===== src/rtl/timer_three_pkg.sv =====
/*
 * Constants for the auto-reload timer three: register offsets, control bit
 * positions, reset values and clock-source counts.
 * Assumes an 8-bit special function register port driven by the core.
 */
// Function
// - Counter is 16 bits made of separately addressable low and high byte registers.
// - Control bit 3 selects one 16-bit timer or two 8-bit timers.
// - 16-bit mode counts on system clock, system clock/12 or external clock/8.
// - External/8 tick is resynchronized; external clock must not exceed system clock.
// - 16-bit wrap loads reload value and sets high overflow flag bit 7.
// - 16-bit mode requests interrupt on each overflow when timer interrupt enabled.
// - 16-bit mode with bit 5 set also interrupts on low byte wrap.
// - Split mode reloads each byte counter from its own reload register.
// - In split mode run control gates only the high counter.
// - Each split byte uses its fast select, else external select picks /12 or /8.
// - Split mode sets high or low overflow flag when that byte wraps.
// - Split mode interrupts on high overflow, and low overflow if enabled.
// - Hardware never clears overflow flags; software clears them and checks both.
// - Run control starts and stops the whole timer in 16-bit mode.
package timer_three_pkg;

	localparam logic [7:0] ADDR_CONTROL     = 8'h91;
	localparam logic [7:0] ADDR_RELOAD_LOW  = 8'h92;
	localparam logic [7:0] ADDR_RELOAD_HIGH = 8'h93;
	localparam logic [7:0] ADDR_COUNT_LOW   = 8'h94;
	localparam logic [7:0] ADDR_COUNT_HIGH  = 8'h95;

	localparam int BIT_HIGH_FLAG  = 7;
	localparam int BIT_LOW_FLAG   = 6;
	localparam int BIT_LOW_IRQ_EN = 5;
	localparam int BIT_SPLIT      = 3;
	localparam int BIT_RUN        = 2;
	localparam int BIT_EXT_SEL    = 0;

	localparam logic [7:0] CONTROL_RESET  = 8'h00;
	localparam logic [7:0] CONTROL_WMASK  = 8'hED;
	localparam logic [7:0] BYTE_RESET     = 8'h00;

	localparam int SYS_DIVIDE = 12;
	localparam int EXT_DIVIDE = 8;

endpackage


===== src/rtl/tick_bus_if.sv =====
/*
 * Interface carrying the three prescaled count ticks from the tick generator.
 * Assumes both ends run on the same system clock.
 */
`timescale 1ns/1ps
interface tick_bus_if;
	logic sys_tick;
	logic div12_tick;
	logic ext8_tick;
	modport source (output sys_tick, output div12_tick, output ext8_tick);
	modport sink   (input sys_tick, input div12_tick, input ext8_tick);
endinterface


===== src/rtl/auto_reload_timer_three.sv =====
/*
 * Auto-reload timer three: 16-bit or split 8-bit counters with reload,
 * overflow flags and a level interrupt request, on an SFR port.
 * Assumes single-cycle SFR reads and writes from the core on clk.
 */
`timescale 1ns/1ps
module auto_reload_timer_three
	import timer_three_pkg::*;
(
	// Clock and reset
	input  wire logic       clk,
	input  wire logic       rst_n,
	// Special function register port
	input  wire logic [7:0] sfr_addr,
	input  wire logic       sfr_wr,
	input  wire logic [7:0] sfr_wdata,
	output logic      [7:0] sfr_rdata,
	// Clock control bits from the clock control register
	input  wire logic       high_byte_fast_clock_select,
	input  wire logic       low_byte_fast_clock_select,
	// External oscillator and interrupt
	input  wire logic       ext_clk,
	input  wire logic       timer_irq_enable,
	output logic            irq
);
	tick_bus_if ticks ();

	timer_tick_gen u_ticks (
		.clk     (clk),
		.rst_n   (rst_n),
		.ext_clk (ext_clk),
		.ticks   (ticks.source)
	);

	logic [7:0] control_q, control_d;
	logic [7:0] reload_low_q, reload_low_d;
	logic [7:0] reload_high_q, reload_high_d;
	logic [7:0] count_low_byte_q, count_low_byte_d;
	logic [7:0] count_high_byte_q, count_high_byte_d;
	logic [7:0] rdata_d;
	logic       split, run, ext_sel;
	logic       tick16, tick_low, tick_high;
	logic       inc_low, inc_high, wrap_low, wrap_high, wrap16;
	logic       wr_ctl;

	assign split   = control_q[BIT_SPLIT];
	assign run     = control_q[BIT_RUN];
	assign ext_sel = control_q[BIT_EXT_SEL];
	assign wr_ctl  = sfr_wr && (sfr_addr == ADDR_CONTROL);

	always_comb begin
		// 16-bit mode source follows the low-byte select
		if (low_byte_fast_clock_select) begin
			tick16 = ticks.sys_tick;
		end else if (ext_sel) begin
			tick16 = ticks.ext8_tick;
		end else begin
			tick16 = ticks.div12_tick;
		end
		tick_low  = low_byte_fast_clock_select ? ticks.sys_tick
			: (ext_sel ? ticks.ext8_tick : ticks.div12_tick);
		tick_high = high_byte_fast_clock_select ? ticks.sys_tick
			: (ext_sel ? ticks.ext8_tick : ticks.div12_tick);

		if (split) begin
			inc_low  = tick_low;
			inc_high = tick_high && run;
		end else begin
			inc_low  = tick16 && run;
			inc_high = tick16 && run && (count_low_byte_q == 8'hFF);
		end
		wrap_low  = inc_low && (count_low_byte_q == 8'hFF);
		wrap_high = inc_high && (count_high_byte_q == 8'hFF);
		wrap16    = !split && wrap_low && wrap_high;

		count_low_byte_d  = count_low_byte_q;
		count_high_byte_d = count_high_byte_q;
		if (wrap16) begin
			count_low_byte_d  = reload_low_q;
			count_high_byte_d = reload_high_q;
		end else begin
			if (inc_low) begin
				count_low_byte_d = wrap_low && split ? reload_low_q
					: count_low_byte_q + 8'h01;
			end
			if (inc_high) begin
				count_high_byte_d = wrap_high ? reload_high_q
					: count_high_byte_q + 8'h01;
			end
		end
		if (sfr_wr && (sfr_addr == ADDR_COUNT_LOW)) begin
			count_low_byte_d = sfr_wdata;
		end
		if (sfr_wr && (sfr_addr == ADDR_COUNT_HIGH)) begin
			count_high_byte_d = sfr_wdata;
		end

		reload_low_d  = (sfr_wr && sfr_addr == ADDR_RELOAD_LOW) ? sfr_wdata : reload_low_q;
		reload_high_d = (sfr_wr && sfr_addr == ADDR_RELOAD_HIGH) ? sfr_wdata : reload_high_q;

		control_d = control_q;
		if (wr_ctl) begin
			control_d = sfr_wdata & CONTROL_WMASK;
		end
		// Hardware set wins over a software clear in the same cycle
		if (wrap_high) begin
			control_d[BIT_HIGH_FLAG] = 1'b1;
		end
		if (wrap_low) begin
			control_d[BIT_LOW_FLAG] = 1'b1;
		end

		if (sfr_addr == ADDR_CONTROL) begin
			rdata_d = control_q;
		end else if (sfr_addr == ADDR_RELOAD_LOW) begin
			rdata_d = reload_low_q;
		end else if (sfr_addr == ADDR_RELOAD_HIGH) begin
			rdata_d = reload_high_q;
		end else if (sfr_addr == ADDR_COUNT_LOW) begin
			rdata_d = count_low_byte_q;
		end else if (sfr_addr == ADDR_COUNT_HIGH) begin
			rdata_d = count_high_byte_q;
		end else begin
			rdata_d = 8'h00;
		end
	end

	always_ff @(posedge clk or negedge rst_n) begin
		if (!rst_n) begin
			control_q         <= CONTROL_RESET;
			reload_low_q      <= BYTE_RESET;
			reload_high_q     <= BYTE_RESET;
			count_low_byte_q  <= BYTE_RESET;
			count_high_byte_q <= BYTE_RESET;
			sfr_rdata         <= BYTE_RESET;
			irq               <= 1'b0;
		end else begin
			control_q         <= control_d;
			reload_low_q      <= reload_low_d;
			reload_high_q     <= reload_high_d;
			count_low_byte_q  <= count_low_byte_d;
			count_high_byte_q <= count_high_byte_d;
			sfr_rdata         <= rdata_d;
			// Level request from sticky flags and enables
			irq <= timer_irq_enable && (control_d[BIT_HIGH_FLAG]
				|| (control_d[BIT_LOW_FLAG] && control_d[BIT_LOW_IRQ_EN]));
		end
	end
endmodule // auto_reload_timer_three


===== src/rtl/timer_tick_gen.sv =====
/*
 * Tick generator: system clock, system clock divided by 12, and the external
 * oscillator divided by 8 resynchronized to the system clock.
 * Assumes ext_clk is a free level no faster than clk.
 */
`timescale 1ns/1ps
module timer_tick_gen
	import timer_three_pkg::*;
(
	// Clock and reset
	input  wire logic clk,
	input  wire logic rst_n,
	// External oscillator level
	input  wire logic ext_clk,
	// Ticks
	tick_bus_if.source ticks
);
	logic [3:0] div12_q, div12_d;
	logic [2:0] sync_q, sync_d;
	logic [2:0] ext_cnt_q, ext_cnt_d;
	logic       ext_pulse;

	always_comb begin
		div12_d   = (div12_q == 4'(SYS_DIVIDE - 1)) ? 4'h0 : div12_q + 4'h1;
		sync_d    = {sync_q[1:0], ext_clk};
		ext_pulse = sync_q[1] & ~sync_q[2];
		ext_cnt_d = ext_pulse ? ext_cnt_q + 3'h1 : ext_cnt_q;
	end

	always_ff @(posedge clk or negedge rst_n) begin
		if (!rst_n) begin
			div12_q   <= 4'h0;
			sync_q    <= 3'h0;
			ext_cnt_q <= 3'h0;
		end else begin
			div12_q   <= div12_d;
			sync_q    <= sync_d;
			ext_cnt_q <= ext_cnt_d;
		end
	end

	assign ticks.sys_tick   = 1'b1;
	assign ticks.div12_tick = (div12_q == 4'(SYS_DIVIDE - 1));
	assign ticks.ext8_tick  = ext_pulse && (ext_cnt_q == 3'(EXT_DIVIDE - 1));
endmodule // timer_tick_gen


===== config.mk =====
export PLATFORM = sky130hd
export DESIGN_NAME = auto_reload_timer_three
export DESIGN_NICKNAME = d
export VERILOG_FILES = /design/src/rtl/timer_three_pkg.sv /design/src/rtl/tick_bus_if.sv /design/src/rtl/auto_reload_timer_three.sv /design/src/rtl/timer_tick_gen.sv
export SDC_FILE = /design/constraint.sdc
export NUM_CORES = 1
export LEC_CHECK = 0
export BUFFER_PORTS_ARGS = -buffer_cell sky130_fd_sc_hd__buf_2
export CAP_MARGIN = 10
export CORE_MARGIN = 5
export CORE_UTILIZATION = 56
export CTS_BUF_LIST = sky130_fd_sc_hd__clkbuf_2 sky130_fd_sc_hd__clkbuf_4 sky130_fd_sc_hd__clkbuf_8
export CTS_CLUSTER_DIAMETER = 150
export DETAILED_ROUTE_END_ITERATION = 10
export PLACE_DENSITY_LB_ADDON = 0.08
export SETUP_SLACK_MARGIN = 0.5
export SLEW_MARGIN = 0
export SYNTH_ARGS = -nofsm -noshare
export SYNTH_HDL_FRONTEND = slang
export SYNTH_HIERARCHICAL = 1
export SYNTH_SLANG_ARGS = --single-unit

===== constraint.sdc =====
create_clock -name clk -period 2.5 [get_ports clk]
set_clock_uncertainty 0.1 [all_clocks]
set_input_delay 0.125 -clock clk [delete_from_list [all_inputs] [get_ports clk]]
set_output_delay 0.125 -clock clk [all_outputs]
set_load 0.05 [all_outputs]

== Word-level counts from Yosys, hierarchy flattened ==
Index checks and enable logic that the tools add are counted.

* Add/subtract/negate cells: 4
* $mul: 0
* Divide/modulo/power cells: 0
* $lt $le $gt $ge: 0
* Equal/unequal tests: 9
* Shift-type cells: 0
* Muxes and demuxes: 22
* Bitwise operators: 2
* Reduce and logical (&&, ||, !) cells: 20

{| class="wikitable"
|+ Operators with widths
! cell !! number
|-
| $mux 8 || 14
|-
| $eq 8x8->1 const B || 7
|-
| $add 8x1->8 const B || 2
|-
| $logic_and 1x1->1 || 16
|-
| $mux 1 || 7
|-
| $reduce_bool 3->1 || 2
|-
| $add 4x1->4 const B || 1
|-
| $eq 4x4->1 const B || 1
|-
| $mux 4 || 1
|-
| $add 3x1->3 const B || 1
|-
| $eq 3x3->1 const B || 1
|-
| $and 1x1->1 || 1
|-
| $logic_not 1->1 || 1
|-
| $logic_or 1x1->1 || 1
|-
| $not 1->1 || 1
|}

* Flip-flop bits (word level): 57
* Bits in latches: 0
* Bits in writable memories: 0
* Memory bits (read-only): 0
* Bits of input ports: 23
* Output and inout bits: 9
* Word-level logic and storage cells: 68
* Memories kept: 0

== Logic depth before layout (Yosys ltp) ==
* Depth in word-level cells: 13
* Depth in mapped cells: 9
* Depth with buffers taken out: 8

== Cells and area by module ==
Netlist, hierarchy kept.

{| class="wikitable"
|+ Modules (own cells, without submodules)
! module !! times used !! cells each !! area each (µm²) !! seq. area each (µm²)
|-
| auto_reload_timer_three || 1 || 266 || 2660.1 || 1176.1
|-
| timer_tick_gen || 1 || 29 || 422.9 || 250.2
|}

== Worst setup path after synthesis ==
No wires, ideal clock.

* Path type: reg-to-reg
* From: register u_ticks.ext_cnt_q[0]
* To: register count_low_byte_q[7]
* Data arrival time: 2007 ps
* Slack: 257 ps
* Cell stages (with the launch flop): 9
* Buffers on the path: 0
* Cell sequence: dfrtp_1 -> ha_1 -> ha_1 -> and2_2 -> mux2_4 -> o21ai_0 -> nor3_2 -> a221oi_1 -> o22ai_1

* Cells in the longest elaborated chain, start to end: 12
* Elaborated cells between the ends (all ways): 20

{| class="wikitable"
|+ Ends and longest elaborated chain
! element !! RTL line !! text
|-
| start: declaration || timer_tick_gen.sv:20 || <nowiki>logic [2:0] ext_cnt_q, ext_cnt_d;</nowiki>
|-
| start signal: assignment || timer_tick_gen.sv:38 || <nowiki>ext_cnt_q <= ext_cnt_d;</nowiki>
|-
| $eq 3x3->1 * || timer_tick_gen.sv:44 || <nowiki>assign ticks.ext8_tick = ext_pulse && (ext_cnt_q == 3'(EXT_DIVIDE - 1));</nowiki>
|-
| $logic_and 1x1->1 * || timer_tick_gen.sv:44 ||
|-
| net ticks.ext8_tick || tick_bus_if.sv:9 || <nowiki>logic ext8_tick;</nowiki>
|-
| $mux 1 * || auto_reload_timer_three.sv:55, auto_reload_timer_three.sv:61, auto_reload_timer_three.sv:63 ||
|-
| $mux 1 || auto_reload_timer_three.sv:53, auto_reload_timer_three.sv:60 ||
|-
| $logic_and 1x1->1 || auto_reload_timer_three.sv:69, auto_reload_timer_three.sv:70 ||
|-
| $mux 1 || auto_reload_timer_three.sv:65 || <nowiki>if (split) begin</nowiki>
|-
| $logic_and 1x1->1 || auto_reload_timer_three.sv:72 || <nowiki>wrap_low = inc_low && (count_low_byte_q == 8'hFF);</nowiki>
|-
| $logic_and 1x1->1 || auto_reload_timer_three.sv:83 || <nowiki>count_low_byte_d = wrap_low && split ? reload_low_q</nowiki>
|-
| $mux 8 || auto_reload_timer_three.sv:83 ||
|-
| $mux 8 || auto_reload_timer_three.sv:82 || <nowiki>if (inc_low) begin</nowiki>
|-
| $mux 8 || auto_reload_timer_three.sv:78 || <nowiki>if (wrap16) begin</nowiki>
|-
| $mux 8 || auto_reload_timer_three.sv:91 || <nowiki>if (sfr_wr && (sfr_addr == ADDR_COUNT_LOW)) begin</nowiki>
|-
| end signal: assignment || auto_reload_timer_three.sv:141 || <nowiki>count_low_byte_q <= count_low_byte_d;</nowiki>
|-
| end: declaration || auto_reload_timer_three.sv:38 || <nowiki>logic [7:0] count_low_byte_q, count_low_byte_d;</nowiki>
|}

The timed path passes the listed nets; every way through them passes the cells marked *. The select of a mux whose other input is x is not followed.
A chain may end at the register's enable or synchronous reset.

== Worst setup path after layout ==
* From: register u_ticks.ext_cnt_q[0]
* To: register count_high_byte_q[5]

* Cells in the longest elaborated chain, start to end: 12
* Elaborated cells between the ends (all ways): 19

{| class="wikitable"
|+ Ends and longest elaborated chain
! element !! RTL line !! text
|-
| $eq 3x3->1 * || timer_tick_gen.sv:44 ||
|-
| $logic_and 1x1->1 * || timer_tick_gen.sv:44 ||
|-
| net ticks.ext8_tick || tick_bus_if.sv:9 ||
|-
| $mux 1 * || auto_reload_timer_three.sv:55, auto_reload_timer_three.sv:61, auto_reload_timer_three.sv:63 ||
|-
| $mux 1 || auto_reload_timer_three.sv:53, auto_reload_timer_three.sv:60 ||
|-
| $logic_and 1x1->1 || auto_reload_timer_three.sv:69, auto_reload_timer_three.sv:70 ||
|-
| $logic_and 1x1->1 || auto_reload_timer_three.sv:70 || <nowiki>inc_high = tick16 && run && (count_low_byte_q == 8'hFF);</nowiki>
|-
| $mux 1 || auto_reload_timer_three.sv:65 ||
|-
| $logic_and 1x1->1 || auto_reload_timer_three.sv:73 || <nowiki>wrap_high = inc_high && (count_high_byte_q == 8'hFF);</nowiki>
|-
| $mux 8 || auto_reload_timer_three.sv:87 || <nowiki>count_high_byte_d = wrap_high ? reload_high_q</nowiki>
|-
| $mux 8 || auto_reload_timer_three.sv:86 || <nowiki>if (inc_high) begin</nowiki>
|-
| $mux 8 || auto_reload_timer_three.sv:78 ||
|-
| $mux 8 || auto_reload_timer_three.sv:94 || <nowiki>if (sfr_wr && (sfr_addr == ADDR_COUNT_HIGH)) begin</nowiki>
|-
| end signal: assignment || auto_reload_timer_three.sv:142 || <nowiki>count_high_byte_q <= count_high_byte_d;</nowiki>
|-
| end: declaration || auto_reload_timer_three.sv:39 || <nowiki>logic [7:0] count_high_byte_q, count_high_byte_d;</nowiki>
|}

Marks and branches as above.

==> key figures <==
Outcome
  • Status: finished clean

Synthesis
  • Post-synth top cells: 57 x dfrtp_1, 24 x mux2_2, 22 x nand2_1
  • Register area share after synthesis: 46.3%
  • EDFF count, synth: 0
  • Largest family of logic cells by synthesized area: simple AND/OR/NAND/NOR gates
  • Synth cell types: 61
  • Compound-gate portion of the synthesized area: 16.7%
  • Synth Area in XOR/XNOR: 2.27%
  • Syn Inst Count: 295
  • YS warnings: 6
  • Post-synth top area cell: dfrtp_1
  • Area share of the largest cell type after synthesis: 46.3%
  • Main synth FF type: dfrtp_1
  • FFs w/ async S/R, synth: 100%
  • Synth top area cells: dfrtp_1 46%, mux2_2 8.8%, a221oi_1 3.4%, o21ai_0 2.8%, nand2_1 2.7%
  • Mapped Nets: 323
  • Yosys reg bits: 57
  • Cell Area, Synth: 0.00308 mm²
  • Mean Syn Cell Area: 10.5 µm²
  • Mux share of post-synthesis cell area: 11.5%
  • Adder-Cell Fraction of Synth Area: 2.03%
  • Top-count cell post-synth: dfrtp_1
  • Simple-gate share of the synthesized area: 18.3%

Power and ir drop
  • Clock Power Share: 32.4%
  • Switching power: 0.710 mW
  • Sw Share: 28.8%
  • Internal power: 1.76 mW
  • Comb power frac: 19.6%
  • Sequential share of power: 48.0%
  • Maximum vdd drop: 0.444 mV
  • Pleak: 1.73 nW
  • Pwr dens: 653 mW/mm²

Layout
  • Layout Nets: 373
  • Share of cells above drive strength 1: 34.4%
  • Final core occ: 69.5%
  • Finished Cell Area: 0.00378 mm²
  • Synthesis-to-finish area growth: 22.6%
  • Ant diodes: 0

CTS
  • Max Root-Sink Buffers: 2
  • Reg clk slew, reported paths: 60 ps
  • Clock sinks: 57
  • Worst skew pair latency: 340 ps
  • CTS buffer count: 9
  • CTS H-tree depth: 3
  • CTS tree: yes
  • CTS root buffer: clkbuf_8

STA
  • Fin. max-slew vios: 0
  • Hold violation count in the final report: 0
  • Relative slew slack: 52.1%
  • Setup TNS: 0 ps
  • Tcrit/Tclk final: 90.5%
  • RSZ-0062 raised after global routing: true
  • Worst slew pin tran: 718 ps
  • FMAX: 442 MHz
  • Crit path time final: 2260 ps
  • Final Setup Violations: 0
  • Hold WS: 27.2 ps

Floorplanning
  • Die Ht: 84.2 µm
  • DIE WIDTH: 84.2 µm
  • Ports: 32
  • Die area: 0.00709 mm²
  • # rows: 27
  • Starting density of the core: 56.7%
  • Core area: 0.00544 mm²

Placed design
  • Port bufs: 31
  • Post-detailed-placement cell area: 0.00332 mm²
  • Gpl congestion: 0.939
  • DP HPWL: 5730 µm

Setup path
  • Worst EP required: 2620 ps
  • Worst setup EP type: register
  • Worst-path maximum fanout: 5
  • Critical Path Start Type: register
  • CP Data Arrival Time: 2380 ps
  • CP Class: reg2reg

Global routing
  • GRT Total Usage: 24.8%
  • Vias in the first global route: 2681
  • Largest net degree at the start of global routing: 58
  • Initial antenna violation count: 0
  • First-pass GRT wire length: 13600 µm
  • Gr ovfl total: 0

Route
  • Routed vias/inst: 6.41
  • Post-route ant nets: 0
  • WL final: 8390 µm
  • DRC Markers: 0
  • Initial DRC count: 274
  • Avg WL per Cell: 19.9 µm
  • Via Count: 2700
  • Router iterations before antenna repair: 5

Worst hold path
  • Worst hold path type: in2reg

Flow run
  • Max-cap viol count: 0
[final cells by class]
type / count / area (µm²)
inverters: 4 / 15.0
repair buffers: 52 / 340
fillers: 410 / 1660
clock inverters: 2 / 12.5
clock buffers: 13 / 173
multi-input cells: 221 / 1720
flip-flops and latches: 57 / 1430
well taps: 72 / 90.1
[sequential cells by signal, summed over array words and instances, names as in the netlist]
register and count:
count_high_byte_q 8, count_low_byte_q 8, reload_high_q 8, reload_low_q 8, sfr_rdata 8, control_q 6, u_ticks/div12_q 4, u_ticks/ext_cnt_q 3
u_ticks/sync_q 3, irq 1
[critical path, cell delays in order, from the launching register on]
cell and delay (ps):
dfrtp_1 380, ha_2 180, ha_2 160, and2_4 130, mux2_4 290, o2111a_2 310
a41o_4 290, buf_6 120, o211ai_1 80, a31oi_1 110
[routing by layer]
metal | share of wire (%) | GRT usage, % | wire length, µm | up-vias
li1 | - | - | - | 1224
met1 | 43 | 33.3 | 3610 | 1336
met2 | 48 | 38.6 | 4020 | 119
met3 | 6.8 | 7.16 | 572 | 21
met4 | 2.3 | 8.19 | 193 | 0
met5 | 0 | 0 | 0 | -
[placed cells by master, fill, tap and decap left out, drive strengths merged, types with 3 or more instances in the layout]
master	count
inv	4
o31ai	3
nor3	7
a221oi	12
and3	8
and2	4
a21oi	9
xor2	4
a31oi	5
o211ai	3
nor2	19
nand2b	3
and4	4
xnor2	4
nor2b	3
nand2	23
ha	5
nand3	16
clkbuf	13
nand4	5
dfrtp	57
a41o	3
mux2	27
mux2i	4
o22ai	4
o211a	3
dlygate4sd3	8
o21ai	18
buf	44
[worst paths after layout]
path	cells past startpoint	slack, ps	to	start
worst max-delay path	9	240	count_high_byte_q[5]$_DFFE_PN0P_	u_ticks/ext_cnt_q[0]$_DFFE_PN0P_
worst min-delay path	3	30	count_high_byte_q[3]$_DFFE_PN0P_	sfr_wdata[3]
worst max register to register	9	240	count_high_byte_q[5]$_DFFE_PN0P_	u_ticks/ext_cnt_q[0]$_DFFE_PN0P_
worst min register to register	0	260	u_ticks/sync_q[1]$_DFF_PN0_	u_ticks/sync_q[0]$_DFF_PN0_
max in group asynchronous	3	1440	count_low_byte_q[0]$_DFFE_PN0P_	rst_n
min in group asynchronous	3	360	u_ticks/ext_cnt_q[1]$_DFFE_PN0P_	rst_n
[repair_timing]
action | 4_1_cts | 5_1_grt
setup buffers | 4 | 3
hold buffers | 8 | 0
cloned | 1 | 0
endpoints found under the hold margin | 67 | 0
gates resized for setup | 16 | 12
pin swaps | 9 | 7
setup endpoints to repair | 18 | 19
[kinds of logic (layout without fill, tap and decap cells)]
logic type | after synthesis | after routing
other | 1 | 1
muxes | 31 | 31
AOI/OAI and AO/OA | 73 | 74
adders and majority gates | 5 | 5
xor gates and xnor gates | 8 | 8
DFF | 57 | 57
buffers and inverters | 18 | 71
and+or+nand+nor | 102 | 102
[stage by stage]
stage	setup WS [ps]	power (mW)	cells
CTS	247	2.42	418
global placement	126	1.56	390
floorplan	298	1.43	295
finish	237	2.47	421
detailed placement	91.0	1.58	390
global route	150	2.61	421
[power groups by stage]
stage                     registers, mW  logic (mW)  clock network, mW
after floorplan                    1.15       0.279                  0
after global placement             1.19       0.372                  0
after detailed placement           1.19       0.387                  0
after CTS                          1.17       0.438              0.808
after global routing               1.20       0.535              0.875
final                              1.18       0.483              0.800
Power figures use the tool's default switching activity.
